<file path="src/logic/ccr_pkg.sv">
package ccr_pkg;
  // ----------------------------------------------------------------
  // Register map (byte addresses, one word each)
  // ----------------------------------------------------------------
  localparam logic [11:0] CONV_CTRL_OFF = 12'h000;
  localparam logic [11:0] LDO_BOOST_OFF = 12'h004;
  localparam logic [11:0] IRQ_STATUS_OFF = 12'h008;
  localparam logic [11:0] IRQ_MASK_OFF = 12'h00c;
  localparam logic [11:0] SUPPLY_STAT_OFF = 12'h010;

  // ----------------------------------------------------------------
  // Converter control fields
  // ----------------------------------------------------------------
  localparam int SHUTDOWN_BIT = 7;
  localparam int VIRQ_BIT = 6;
  localparam int VGOOD_BIT = 5;
  localparam int ZERO_BIT = 4;
  localparam int OVF_ADJ_BIT = 3;
  localparam int STEP_INH_BIT = 2;
  localparam int VSEL_LSB = 0;

  // Voltage select codes
  localparam logic [1:0] VSEL_0V0 = 2'h0;
  localparam logic [1:0] VSEL_2V2 = 2'h1;
  localparam logic [1:0] VSEL_3V2 = 2'h2;
  localparam logic [1:0] VSEL_5V2 = 2'h3;

  // Regulator boost field: bits 7..4 are regulators 5..2
  localparam int BOOST_LSB = 4;

  // Reset values
  localparam logic [7:0] CONV_CTRL_RST = 8'h00;
  localparam logic [7:0] LDO_BOOST_RST = 8'h0f;
  localparam logic [1:0] IRQ_MASK_RST = 2'h0;

  // Interrupt status bits
  localparam int EV_GOOD_RISE = 0;
  localparam int EV_GOOD_FALL = 1;
endpackage

</file>
<file path="src/logic/ccr_edge.sv">
`timescale 1ns/10ps
// Registered rise/fall detector for a synchronous level
module ccr_edge (
  input wire logic pclk, // System clock
  input wire logic presetn, // Async reset, active low
  input wire logic level_in, // Level to watch
  output logic level_q, // Registered copy
  output logic rise, // One-cycle pulse on rise
  output logic fall // One-cycle pulse on fall
);
  typedef struct packed {
    logic q;
    logic rise;
    logic fall;
  } ccr_edge_t;
  ccr_edge_t s_reg;
  ccr_edge_t s_next;

  // Compare new level against held copy
  always_comb begin
    s_next = s_reg;
    s_next.q = level_in;
    s_next.rise = level_in & ~s_reg.q;
    s_next.fall = ~level_in & s_reg.q;
  end

  // State register
  always_ff @(posedge pclk or negedge presetn) begin
    if (!presetn) begin
      s_reg <= '0;
    end else begin
      s_reg <= s_next;
    end
  end

  assign level_q = s_reg.q;
  assign rise = s_reg.rise;
  assign fall = s_reg.fall;
endmodule // ccr_edge

</file>
<file path="src/logic/ccr_regs.sv">
// Added by the designer: the APB register port and the register offsets.
`timescale 1ns/10ps
// What this block does
// - Shutdown bit stops converter, deactivates cards
// - Voltage flag sets when output-good rises
// - Reading control register clears voltage flag
// - Adjust bit raises overflow threshold twenty percent
// - Step-up inhibit bit disables step-up
// - Select codes give 0, 2.2, 3.2, 5.2V
// - Control register resets to all zeros
// - Boost bits raise regulator 5..2 current
// - Regulator register resets to 0x0f
module ccr_regs (
  input wire logic pclk, // 20 MHz system clock
  input wire logic presetn, // Async reset, active low
  input wire logic psel, // APB select
  input wire logic penable, // APB enable
  input wire logic pwrite, // APB direction
  input wire logic [11:0] paddr, // APB byte address
  input wire logic [31:0] pwdata, // APB write data
  output logic [31:0] prdata, // APB read data
  output logic pready, // APB ready
  output logic pslverr, // APB error, unmapped address
  input wire logic converter_output_good, // Analog: converter at target
  output logic converter_enable, // Converter on
  output logic card_deactivate_req, // Pulse: run deactivation sequence
  output logic overflow_sensitivity_adjust, // Raise overflow threshold
  output logic step_up_inhibit, // Step-up disabled
  output logic [1:0] converter_voltage_select, // Target level code
  output logic [3:0] regulator_current_boost, // Regulators 5..2 boost
  output logic irq // Level interrupt
);
  // ----------------------------------------------------------------
  // State
  // ----------------------------------------------------------------
  typedef struct packed {
    logic shutdown;
    logic virq_flag;
    logic ovf_adj;
    logic step_inh;
    logic [1:0] vsel;
    logic [3:0] boost;
    logic [3:0] ldo_low;
    logic [1:0] irq_status;
    logic [1:0] irq_mask;
    logic [31:0] rdata;
    logic ready;
    logic err;
    logic conv_en;
    logic deact;
    logic irq;
  } ccr_regs_t;
  ccr_regs_t s_reg;
  ccr_regs_t s_next;

  logic good_q;
  logic good_rise;
  logic good_fall;

  // Output-good tracked through a registered edge detector
  ccr_edge u_good_edge (
    .pclk(pclk),
    .presetn(presetn),
    .level_in(converter_output_good),
    .level_q(good_q),
    .rise(good_rise),
    .fall(good_fall)
  );

  // ----------------------------------------------------------------
  // Bus decode
  // ----------------------------------------------------------------
  logic access;
  logic wr;
  logic rd;
  logic mapped;
  assign access = psel & penable & ~s_reg.ready;
  assign wr = access & pwrite;
  assign rd = access & ~pwrite;
  assign mapped = (paddr == ccr_pkg::CONV_CTRL_OFF) || (paddr == ccr_pkg::LDO_BOOST_OFF) ||
                  (paddr == ccr_pkg::IRQ_STATUS_OFF) || (paddr == ccr_pkg::IRQ_MASK_OFF) ||
                  (paddr == ccr_pkg::SUPPLY_STAT_OFF);

  // Live view of the control byte; good bit is never stored
  logic [7:0] ctrl_view;
  always_comb begin
    ctrl_view = 8'h00;
    ctrl_view[ccr_pkg::SHUTDOWN_BIT] = s_reg.shutdown;
    ctrl_view[ccr_pkg::VIRQ_BIT] = s_reg.virq_flag;
    ctrl_view[ccr_pkg::VGOOD_BIT] = good_q;
    ctrl_view[ccr_pkg::ZERO_BIT] = 1'b0;
    ctrl_view[ccr_pkg::OVF_ADJ_BIT] = s_reg.ovf_adj;
    ctrl_view[ccr_pkg::STEP_INH_BIT] = s_reg.step_inh;
    ctrl_view[ccr_pkg::VSEL_LSB +: 2] = s_reg.vsel;
  end

  // ----------------------------------------------------------------
  // Next state
  // ----------------------------------------------------------------
  always_comb begin
    s_next = s_reg;
    s_next.ready = access;
    s_next.err = access & ~mapped;
    s_next.deact = 1'b0;
    if (!access) begin
      s_next.rdata = 32'h0000_0000;
    end
    // Writes take effect in the one-wait access cycle
    if (wr) begin
      unique case (paddr)
        ccr_pkg::CONV_CTRL_OFF: begin
          s_next.shutdown = pwdata[ccr_pkg::SHUTDOWN_BIT];
          s_next.ovf_adj = pwdata[ccr_pkg::OVF_ADJ_BIT];
          s_next.step_inh = pwdata[ccr_pkg::STEP_INH_BIT];
          // Select change alone never triggers deactivation
          s_next.vsel = pwdata[ccr_pkg::VSEL_LSB +: 2];
          if (pwdata[ccr_pkg::SHUTDOWN_BIT] && !s_reg.shutdown) begin
            s_next.deact = 1'b1;
          end
        end
        ccr_pkg::LDO_BOOST_OFF: begin
          s_next.boost = pwdata[ccr_pkg::BOOST_LSB +: 4];
          // Low nibble kept as written; software must keep it at ones
          s_next.ldo_low = pwdata[3:0];
        end
        ccr_pkg::IRQ_STATUS_OFF: begin
          s_next.irq_status = s_reg.irq_status & ~pwdata[1:0];
        end
        ccr_pkg::IRQ_MASK_OFF: begin
          s_next.irq_mask = pwdata[1:0];
        end
        default: begin
        end
      endcase
    end
    // Reads capture data and apply read side effects
    if (rd) begin
      unique case (paddr)
        ccr_pkg::CONV_CTRL_OFF: begin
          s_next.rdata = {24'h000000, ctrl_view};
          s_next.virq_flag = 1'b0;
        end
        ccr_pkg::LDO_BOOST_OFF: s_next.rdata = {24'h000000, s_reg.boost, s_reg.ldo_low};
        ccr_pkg::IRQ_STATUS_OFF: s_next.rdata = {30'h00000000, s_reg.irq_status};
        ccr_pkg::IRQ_MASK_OFF: s_next.rdata = {30'h00000000, s_reg.irq_mask};
        ccr_pkg::SUPPLY_STAT_OFF: s_next.rdata = {31'h00000000, good_q};
        default: s_next.rdata = 32'h0000_0000;
      endcase
    end
    // Hardware sets win over software clears
    if (good_rise) begin
      s_next.virq_flag = 1'b1;
      s_next.irq_status[ccr_pkg::EV_GOOD_RISE] = 1'b1;
    end
    if (good_fall) begin
      s_next.irq_status[ccr_pkg::EV_GOOD_FALL] = 1'b1;
    end
    s_next.conv_en = ~s_next.shutdown;
    s_next.irq = |(s_next.irq_status & s_next.irq_mask);
  end

  // ----------------------------------------------------------------
  // State register
  // ----------------------------------------------------------------
  always_ff @(posedge pclk or negedge presetn) begin
    if (!presetn) begin
      s_reg <= '0;
      s_reg.shutdown <= ccr_pkg::CONV_CTRL_RST[ccr_pkg::SHUTDOWN_BIT];
      s_reg.virq_flag <= ccr_pkg::CONV_CTRL_RST[ccr_pkg::VIRQ_BIT];
      s_reg.ovf_adj <= ccr_pkg::CONV_CTRL_RST[ccr_pkg::OVF_ADJ_BIT];
      s_reg.step_inh <= ccr_pkg::CONV_CTRL_RST[ccr_pkg::STEP_INH_BIT];
      s_reg.vsel <= ccr_pkg::CONV_CTRL_RST[1:0];
      s_reg.boost <= ccr_pkg::LDO_BOOST_RST[7:4];
      s_reg.ldo_low <= ccr_pkg::LDO_BOOST_RST[3:0];
      s_reg.irq_mask <= ccr_pkg::IRQ_MASK_RST;
      s_reg.conv_en <= ~ccr_pkg::CONV_CTRL_RST[ccr_pkg::SHUTDOWN_BIT];
    end else begin
      s_reg <= s_next;
    end
  end

  // ----------------------------------------------------------------
  // Outputs, all straight from flops
  // ----------------------------------------------------------------
  assign prdata = s_reg.rdata;
  assign pready = s_reg.ready;
  assign pslverr = s_reg.err;
  assign converter_enable = s_reg.conv_en;
  assign card_deactivate_req = s_reg.deact;
  assign overflow_sensitivity_adjust = s_reg.ovf_adj;
  assign step_up_inhibit = s_reg.step_inh;
  assign converter_voltage_select = s_reg.vsel;
  assign regulator_current_boost = s_reg.boost;
  assign irq = s_reg.irq;
endmodule // ccr_regs

</file>
<file path="config.mk">
export PLATFORM = sky130hd
export DESIGN_NAME = ccr_regs
export DESIGN_NICKNAME = d
export VERILOG_FILES = /design/src/logic/ccr_pkg.sv /design/src/logic/ccr_edge.sv /design/src/logic/ccr_regs.sv
export SDC_FILE = /design/constraint.sdc
export NUM_CORES = 1
export LEC_CHECK = 0
export ABC_AREA = 0
export BUFFER_PORTS_ARGS = -buffer_cell sky130_fd_sc_hd__buf_4
export CORE_MARGIN = 1
export CORE_UTILIZATION = 46
export DETAILED_ROUTE_END_ITERATION = 6
export PLACE_DENSITY_LB_ADDON = 0.25
export RECOVER_POWER = 50
export SETUP_SLACK_MARGIN = 0.1
export SYNTH_ARGS = -nofsm -noshare
export SYNTH_HDL_FRONTEND = slang
export SYNTH_SLANG_ARGS = --single-unit
</file>
<file path="constraint.sdc">
create_clock -name pclk -period 2.15 [get_ports pclk]
set_input_delay 0.215 -clock pclk [delete_from_list [all_inputs] [get_ports pclk]]
set_output_delay 0.215 -clock pclk [all_outputs]
set_load 0.1 [all_outputs]
</file>
; ---- Word-level counts from Yosys, hierarchy flattened
; Cells that the tools add are included.
[totals]
reg_bits = 58
in_bits = 50
[op_classes]
muxes = 16
n_reduce_logical = 13
n_bitwise = 16
n_eq_ne = 5
[op_table]
columns = cell, count
row1 = $mux 32, 2
row2 = $pmux 8 s5, 1
row3 = $eq 12x4->1 const B, 2
row4 = $eq 12x3->1 const B, 1
row5 = $eq 12x5->1 const B, 1
row6 = $logic_not 12->1, 1
row7 = $mux 1, 10
row8 = $and 1x1->1, 7
row9 = $not 1->1, 6
row10 = $reduce_and 2->1, 3
row11 = $and 2x2->2, 2
row12 = $logic_or 1x1->1, 4
row13 = $mux 2, 2
row14 = $mux 4, 1
row15 = $reduce_bool 2->1, 2
row16 = $ne 2x1->1 const B, 1
row17 = $not 2->2, 1
row18 = $reduce_or 2->1, 1
row19 = $logic_and 1x1->1, 1
row20 = $logic_not 1->1, 1

; ---- Depth between registers and ports, before layout
; Gate-level depths: netlist (run 1).
[depth]
depth_word = 7
mapped_depth = 6
depth_no_buf = 4

; ---- Cells and area by module
; A second synthesis (run 1) with hierarchy kept.
[unflattened]
cells_unflattened = 171
area_unflattened_um2 = 1878.1
[by_module_without_submodules]
columns = module, area_per_inst_um2, seq_area_each_um2, instances, cells_each
row1 = ccr_regs, 1788.0, 782.0, 1, 166
row2 = ccr_edge, 90.1, 75.1, 1, 5

; ---- Worst setup path after synthesis (run 1)
; OpenSTA, ideal clock, no wires.
[synth_timing]
path_kind = flip-flop to flip-flop
from = reg s_reg, in the netlist pready
to = reg s_reg, in the netlist regulator_current_boost[0]
t_arrival_ps = 2135
setup_ps = 125
path_slack_ps = -110
path_stages_with_launch = 5
n_path_buf = 0
cell_sequence = dfrtp_1 > nand3b_4 > or2_1 > nor4_4 > mux2_2
[synth_via]
elab_chain_len = 4
[synth_lines]
columns = item, line_no
row1 = from (decl), ccr_regs.sv:53  ; ccr_regs_t s_reg;
row2 = from (signal assigned), ccr_regs.sv:178  ; s_reg <= s_next;
row3 = $not 1->1, ccr_regs.sv:77  ; assign access = psel & penable & ~s_reg.ready;
row4 = $and 1x1->1, ccr_regs.sv:77
row5 = $and 1x1->1, ccr_regs.sv:78  ; assign wr = access & pwrite;
row6 = $reduce_and 2->1 (no source line), n/a
; Every way passes these cells.
; A chain may end at the register's enable or synchronous reset.

; ---- Worst setup path after layout (run 1)
[layout_timing]
from = in paddr[8]
to = reg s_reg, in the netlist regulator_current_boost[0]
[layout_via]
elab_chain_len = 2
[layout_lines]
columns = item, line_no
row1 = from (decl), ccr_regs.sv:19  ; input wire logic [11:0] paddr,
row2 = $eq 12x3->1, ccr_regs.sv:110  ; unique case (paddr)
row3 = $reduce_and 2->1 (no source line), n/a
; Every way passes these cells.

==> impl_table.tex, run 1 <==
\begin{tabular}{lr}
\hline
Metric & Value \\
\hline
\multicolumn{2}{l}{\textbf{Outcome}} \\
Status & finished clean \\
\multicolumn{2}{l}{\textbf{Worst hold path}} \\
Class of the worst hold path & input pin to flip-flop \\
Worst hold path startpoint & converter\_output\_good \\
Sink of the worst hold path & u\_good\_edge.level\_q \\
Hold depth & 1 \\
\multicolumn{2}{l}{\textbf{Global route}} \\
Number of global-route vias before repair & 1,238 \\
Global-route wire length before repair & approximately 5600 µm \\
Maximum number of pins on one net before global-route repair & 35 \\
Total GRT Usage & 17.48\% \\
Congestion Overflow GR & 0 \\
Antenna violations before repair & 0 \\
\multicolumn{2}{l}{\textbf{Layout}} \\
Proportion of layout cells with a drive suffix above 1 & 37.86\% \\
Most used cells in the layout excluding fill and tap cells & buf\_4 (41), dfrtp\_1 (28), conb\_1 (24), mux2\_2 (13), nand2\_1 (11) \\
Number of cells in the finished layout apart from fillers & 256 \\
Number of diodes added for antenna fixing & 0 \\
\# nets final & 255 \\
Final instance area & 0.002187 mm² \\
Total of fill cells in the finished design & 373 \\
Area Overhead vs Synth & 14.25\% \\
Most frequent standard cell in the layout excluding fill and tap cells & buf\_4 \\
\multicolumn{2}{l}{\textbf{Detailed routing}} \\
Wire length on met3 & roughly 200 µm \\
Uppermost layer routed & met4 \\
DR iter-0 viols & 28 \\
Average detailed-routed wire length per instance & between 10 and 15 µm \\
Vias per std cell & a little under 5 \\
Amount of wire on met2 after detailed routing & 1838 µm \\
DRC violation count after routing & 0 \\
Post-detailed-route count of antenna-violating nets & 0 \\
Detailed-routing iteration count for the pre-antenna-repair pass & 4 \\
Routed wire length & 3517 µm \\
Overall via count from detail\_route & 1,272 \\
Met1 Routed Length & 1453 µm \\
\multicolumn{2}{l}{\textbf{Clock tree}} \\
Clock-pin slew of the registers on the worst-case setup and hold paths & 70 ps \\
Number of buffers inserted to repair setup after CTS & 0 \\
Root buffer cell & clkbuf\_8 \\
Worst-Skew Late Latency & 280 ps \\
H-Tree Depth & 2 \\
Clock tree from TritonCTS & done \\
Number of clock sinks & 34 \\
Clock tree buffer depth & 2 \\
Clock buffers created by TritonCTS & 5 \\
Post\_cts resized & 0 \\
\multicolumn{2}{l}{\textbf{Worst setup path}} \\
Worst path max stage delay & around 660 ps \\
Library cell contributing the largest single delay on the critical path & nor4\_1 \\
Data required time at the worst endpoint & 2320 ps \\
Top delay family on crit path & simple AND/OR/NAND/NOR gates \\
List of cells traversed by the critical path & buf\_4 > nor4\_1 > nand3\_4 > nor4\_4 > buf\_4 > mux2\_2 \\
Critical setup path kind & input pin to flip-flop \\
Cell count along the critical path & 6 \\
Worst reg2reg setup slack & 360 ps \\
Buffers plus inverters on the worst setup path & 2 \\
Critical path data arrival time & 2020 ps \\
Critical path endpoint category & flip-flop \\
Element type at the critical path start & input pin \\
Worst r2r src & pready \\
Number of cells traversed by the worst register-to-register path & 4 \\
Most numerous cell on the critical path & buf\_4 \\
CP Max Fanout & 8 \\
R2R Path End & ctrl\_view[7] \\
\multicolumn{2}{l}{\textbf{Timing}} \\
Number of pins exceeding their max-slew limit in the final report & 0 \\
Final number of hold-violating endpoints & 0 \\
Total of endpoints with negative setup slack in the final report & 0 \\
Post-route fraction of the period consumed by the critical path & 86.15\% \\
Fmax & 539.9 MHz \\
Final worst path period need & 1852 ps \\
Worst slew margin relative to its limit & 21.78\% \\
Worst hold slack & 78.37 ps \\
Transition time at the pin with the least slew margin & 1178 ps \\
Setup clock skew after layout & 3.122 ps \\
Aggregate negative setup slack & 0 ps \\
Setup repair after global routing missed its margin & no \\
\multicolumn{2}{l}{\textbf{Power and ir drop}} \\
Leakage power & between 0.001 and 0.0015 µW \\
IR Drop Worst-Case VDD & 330.9 µV \\
P per Cell Area & 711.9 mW/mm² \\
Power consumption & 1557 µW \\
\multicolumn{2}{l}{\textbf{Synth}} \\
Async SR Flop Fraction & between 90\% and 100\% \\
Register bit total from synthesis & 34 \\
Area of the mapped netlist & approximately 0.0019 mm² \\
Synthesis warning total & 0 \\
Top FF cell, synth & dfrtp\_1 \\
Sequential area share after synthesis & 44.77\% \\
Number of standard cells after synthesis & 170 \\
Number of enable-type register cells in the synthesized netlist & 0 \\
Average cell area after synthesis & 11.26 µm² \\
Number of different library cells in the post-synthesis netlist & 38 \\
\multicolumn{2}{l}{\textbf{Floorplanning}} \\
Count of boundary I/O pins & 95 \\
Die footprint & 0.004424 mm² \\
Starting Density & about 48\% \\
Die X-Extent & 66.51 µm \\
Core area & 0.004000 mm² \\
Chip Height & 66.51 µm \\
Number of rows created at floorplan & 23 \\
\multicolumn{2}{l}{\textbf{Placed design}} \\
Hpwl dp & between 2000 and 3000 µm \\
Count of placed standard cells including taps & 247 \\
Cell area after placement & 0.002101 mm² \\
Port buffer count & 46 \\
Global placer's final weighted congestion & 0.7416 \\
\multicolumn{2}{l}{\textbf{Job}} \\
Number of violations of the max-capacitance limit & 0 \\
\hline
\end{tabular}
==> what timing repair did <==
| action | 4_1_cts | 5_1_grt |
|---|---|---|
| hold buffers | 1 | 0 |
| hold endpoints to repair | 29 | 0 |
| setup endpoints to repair | 0 | 0 |
==> where the power goes <==
part,internal [µW],leakage (µW),switching [µW],total (µW)
logic,50.2,0.000575,255,305
registers,646,0.000434,3.92,649
clock network,378,0.0000585,225,602
total,1070,0.00107,483,1560
==> Yosys cell counts (all sizes together) (3+ instances only) <==
| cell type | count | area [µm²] |
|---|---|---|
| mux2i | 10 | 100.1 |
| inv | 5 | 18.77 |
| or2 | 4 | 25.03 |
| nor3 | 4 | 41.29 |
| dfrtp | 29 | 725.7 |
| a21oi | 5 | 25.02 |
| nor2b | 3 | 18.77 |
| o22ai | 3 | 18.77 |
| o21ai | 10 | 50.05 |
| buf | 43 | 320.3 |
| nand2 | 11 | 41.29 |
| mux2 | 13 | 146.4 |
| nand4 | 3 | 18.77 |
| dfstp | 5 | 131.4 |
==> per-stage QoR <==
stage | utilization, % | worst slack (ps)
after global routing | 54.68 | 173.8
after CTS | 55.68 | 355.1
after detailed placement | 52.52 | 348.0
after global placement | 52.52 | 366.9
after floorplan | - | 169.9
final | 54.68 | 297.8
==> worst max-delay path by stage <==
| stage | start | endpoint | slack (ps) |
|---|---|---|---|
| 3_5_place_dp | paddr[8] | regulator_current_boost[3] | 350 |
| 3_3_place_gp | paddr[8] | regulator_current_boost[2] | 370 |
| 5_1_grt | paddr[8] | s_reg[40] | 170 |
| 2_1_floorplan | pready | regulator_current_boost[0] | 170 |
| 4_1_cts | pready | converter_voltage_select[1] | 360 |
| 6_report | paddr[8] | regulator_current_boost[0] | 300 |
==> final cells by class <==
type	instances	area, µm²	share of cell area, %
clock buffer	7	86.33	3.947
clock inverter	1	30.03	1.373
inverter	5	18.77	0.8581
multi-input combinational	110	785.8	35.93
sequential	34	858.3	39.24
tap	50	62.56	2.860
timing repair buffer	49	345.3	15.79
==> logic make-up (layout without fill, tap and decap cells) <==
kind of cell           Yosys count  after routing  share of synthesized area [%]
and+or+nand+nor                 39             39                          15.88
AOI/OAI and AO/OA               23             23                          7.190
buffers and inverters           49             62                          17.91
muxes                           24             24                          14.05
other                            1             24                         0.1959
DFF                             34             34                          44.77
==> metal layers <==
metal | vias to the layer above | GRT usage [%]
li1 | 601 | -
met1 | 612 | 19.73
met2 | 55 | 32.14
met3 | 4 | 4.623
met4 | 0 | 4.787
met5 | - | 0
(Power assumes the default switching activity.)
==> run 2, diff against run 1 <==
--- a/config.mk
+++ b/config.mk
@@ -6,7 +6,7 @@
 export NUM_CORES = 1
 export LEC_CHECK = 0
 export ABC_AREA = 0
-export BUFFER_PORTS_ARGS = -buffer_cell sky130_fd_sc_hd__buf_4
+export BUFFER_PORTS_ARGS = -buffer_cell sky130_fd_sc_hd__buf_2
 export CORE_MARGIN = 1
 export CORE_UTILIZATION = 46
 export DETAILED_ROUTE_END_ITERATION = 6
==> impl_table.tex, run 2 (synthesis results as in run 1) <==
\begin{tabular}{lr}
\hline
Metric & Value \\
\hline
\multicolumn{2}{l}{\textbf{Outcome}} \\
Status & finished with violations \\
Failing checks & max-capacitance violations, max-slew violations \\
\multicolumn{2}{l}{\textbf{Floorplanning}} \\
Die X-Extent & 66.51 µm (unchanged) \\
Die footprint & 0.004424 mm² (unchanged) \\
Core area & 0.004000 mm² (unchanged) \\
Chip Height & 66.51 µm (unchanged) \\
Number of rows created at floorplan & 23 (unchanged) \\
Count of boundary I/O pins & 95 (unchanged) \\
Starting Density & 47.86\% (unchanged) \\
\multicolumn{2}{l}{\textbf{Power and ir drop}} \\
Power consumption & 1535 µW (-1.4\%) \\
P per Cell Area & 732.5 mW/mm² (+2.9\%) \\
Leakage power & 0.001050 µW (-1.5\%) \\
IR Drop Worst-Case VDD & 397.3 µV (+20\%) \\
\multicolumn{2}{l}{\textbf{Clock tree}} \\
Clock tree buffer depth & 2 (unchanged) \\
H-Tree Depth & 2 (unchanged) \\
Root buffer cell & clkbuf\_8 \\
Post\_cts resized & 0 (unchanged) \\
Number of buffers inserted to repair setup after CTS & 0 (unchanged) \\
Clock tree from TritonCTS & done \\
Clock buffers created by TritonCTS & 5 (unchanged) \\
Clock-pin slew of the registers on the worst-case setup and hold paths & 70 ps (about the same) \\
Worst-Skew Late Latency & 280 ps (about the same) \\
Number of clock sinks & 34 (unchanged) \\
CTS Hold Bufs & 0 (-1) \\
\multicolumn{2}{l}{\textbf{Worst setup path}} \\
Top delay family on crit path & simple AND/OR/NAND/NOR gates \\
Worst r2r src & pready \\
List of cells traversed by the critical path & nand3b\_4 > or2\_1 > nor3\_4 > mux2\_2 \\
Worst reg2reg setup slack & 360 ps (about the same) \\
Element type at the critical path start & flip-flop \\
Critical path endpoint category & flip-flop \\
Worst path max stage delay & 400 ps (-260 ps) \\
R2R Path End & converter\_voltage\_select[1] \\
CP Max Fanout & 7 (-1) \\
Critical setup path kind & flip-flop to flip-flop \\
Number of cells traversed by the worst register-to-register path & 4 (unchanged) \\
Buffers plus inverters on the worst setup path & 0 (-2) \\
Critical path data arrival time & 1950 ps (-70 ps) \\
Data required time at the worst endpoint & 2310 ps (about the same) \\
Library cell contributing the largest single delay on the critical path & dfrtp\_2 \\
\multicolumn{2}{l}{\textbf{Timing}} \\
Transition time at the pin with the least slew margin & 1730 ps (+551.4 ps) \\
Setup repair after global routing missed its margin & no \\
Setup clock skew after layout & 5.962 ps (+2.840 ps) \\
Worst slew margin relative to its limit & -15.32\% (-37 points) \\
Fmax & 559.8 MHz (+3.7\%) \\
Worst hold slack & 82.29 ps (+3.928 ps) \\
Final number of hold-violating endpoints & 0 (unchanged) \\
Total of endpoints with negative setup slack in the final report & 0 (unchanged) \\
Aggregate negative setup slack & 0 ps (unchanged) \\
Post-route fraction of the period consumed by the critical path & 83.08\% (-3.1 points) \\
Number of pins exceeding their max-slew limit in the final report & 35 (+35) \\
Final worst path period need & 1786 ps (-65.85 ps) \\
\multicolumn{2}{l}{\textbf{Global route}} \\
Maximum number of pins on one net before global-route repair & 35 (unchanged) \\
Number of global-route vias before repair & 1,162 (-6.1\%) \\
Antenna violations before repair & 0 (unchanged) \\
Total GRT Usage & 16.79\% (-0.69 points) \\
Congestion Overflow GR & 0 (unchanged) \\
Global-route wire length before repair & 5368 µm (-4.5\%) \\
\multicolumn{2}{l}{\textbf{Detailed routing}} \\
DR iter-0 viols & 16 (-43\%) \\
Overall via count from detail\_route & 1,265 (-0.55\%) \\
Average detailed-routed wire length per instance & 13.05 µm (-5.0\%) \\
Routed wire length & 3328 µm (-5.4\%) \\
Detailed-routing iteration count for the pre-antenna-repair pass & 4 (unchanged) \\
DRC violation count after routing & 0 (unchanged) \\
Vias per std cell & 4.961 (-0.16\%) \\
Post-detailed-route count of antenna-violating nets & 0 (unchanged) \\
\multicolumn{2}{l}{\textbf{Placed design}} \\
Cell area after placement & 0.001986 mm² (-5.5\%) \\
Hpwl dp & 2537 µm (-4.4\%) \\
Global placer's final weighted congestion & 0.7394 (-0.30\%) \\
Port buffer count & 46 (unchanged) \\
\multicolumn{2}{l}{\textbf{Layout}} \\
Total of fill cells in the finished design & 370 (-0.80\%) \\
Proportion of layout cells with a drive suffix above 1 & 39.02\% (+1.2 points) \\
Area Overhead vs Synth & 9.477\% \\
Final instance area & 0.002096 mm² (-4.2\%) \\
Most frequent standard cell in the layout excluding fill and tap cells & buf\_2 \\
Number of diodes added for antenna fixing & 0 (unchanged) \\
Most used cells in the layout excluding fill and tap cells & buf\_2 (41), dfrtp\_1 (28), conb\_1 (24), mux2\_2 (13), nand2\_1 (11) \\
\# nets final & 254 (-0.39\%) \\
Final core utilization & 52.39\% (-2.3 points) \\
\multicolumn{2}{l}{\textbf{Worst hold path}} \\
Class of the worst hold path & input pin to flip-flop \\
Hold depth & 1 (unchanged) \\
Sink of the worst hold path & u\_good\_edge.level\_q \\
Worst hold path startpoint & converter\_output\_good \\
\multicolumn{2}{l}{\textbf{Job}} \\
Number of violations of the max-capacitance limit & 1 (+1) \\
\hline
\end{tabular}
-- run 2: changes by cell type in the layout (fill, tap and decap cells not counted), sizes merged --
cell         before  now
dlygate4sd3       1    0
buf              41   43
clkbuf           14   12
-- run 2: metal layers --
metal / global-route usage (%) / up-vias / share of wire (%)
li1: - / 603 / -
met1: 20.64 / 607 / 44
met2: 28.19 / 53 / 50
met3: 5.308 / 2 / 4.8
met4: 4.787 / 0 / 0.36
met5: 0 / - / 0
-- run 2: report_power, final --
part | switching [µW] | internal, µW | leakage [µW] | total (µW)
clock network | 215 | 378 | 0.0000585 | 593
logic | 256 | 36.9 | 0.000558 | 293
registers | 3.91 | 646 | 0.000434 | 650
total | 475 | 1060 | 0.00105 | 1540
-- run 2: worst max path at each step --
stage | slack (ps) | startpoint | depth (start not counted) | to
2_1_floorplan | 170 | pready | 4 | regulator_current_boost[0]
3_3_place_gp | 370 | paddr[8] | 6 | regulator_current_boost[2]
3_5_place_dp | 330 | pready | 4 | converter_voltage_select[1]
4_1_cts | 330 | pready | 4 | converter_voltage_select[1]
5_1_grt | 210 | presetn | 1 | pready
6_report | 360 | pready | 4 | converter_voltage_select[1]
-- run 2: layout make-up --
| class | count | area, µm² | share of cell area, % |
|---|---|---|---|
| flip-flops and latches | 34 | 858.3 | 40.96 |
| clock inverters | 1 | 30.03 | 1.433 |
| well taps | 50 | 62.56 | 2.985 |
| multi-input cells | 110 | 800.8 | 38.21 |
| repair buffers | 48 | 239.0 | 11.40 |
| inverters | 5 | 18.77 | 0.8955 |
| clock buffers | 7 | 86.33 | 4.119 |
-- run 2: metrics by stage --
step	std cells	setup WS, ps
3_3_place_gp	247	375.0
2_1_floorplan	193	169.9
3_5_place_dp	247	325.7
6_report	255	363.7
4_1_cts	255	334.4
5_1_grt	255	211.7
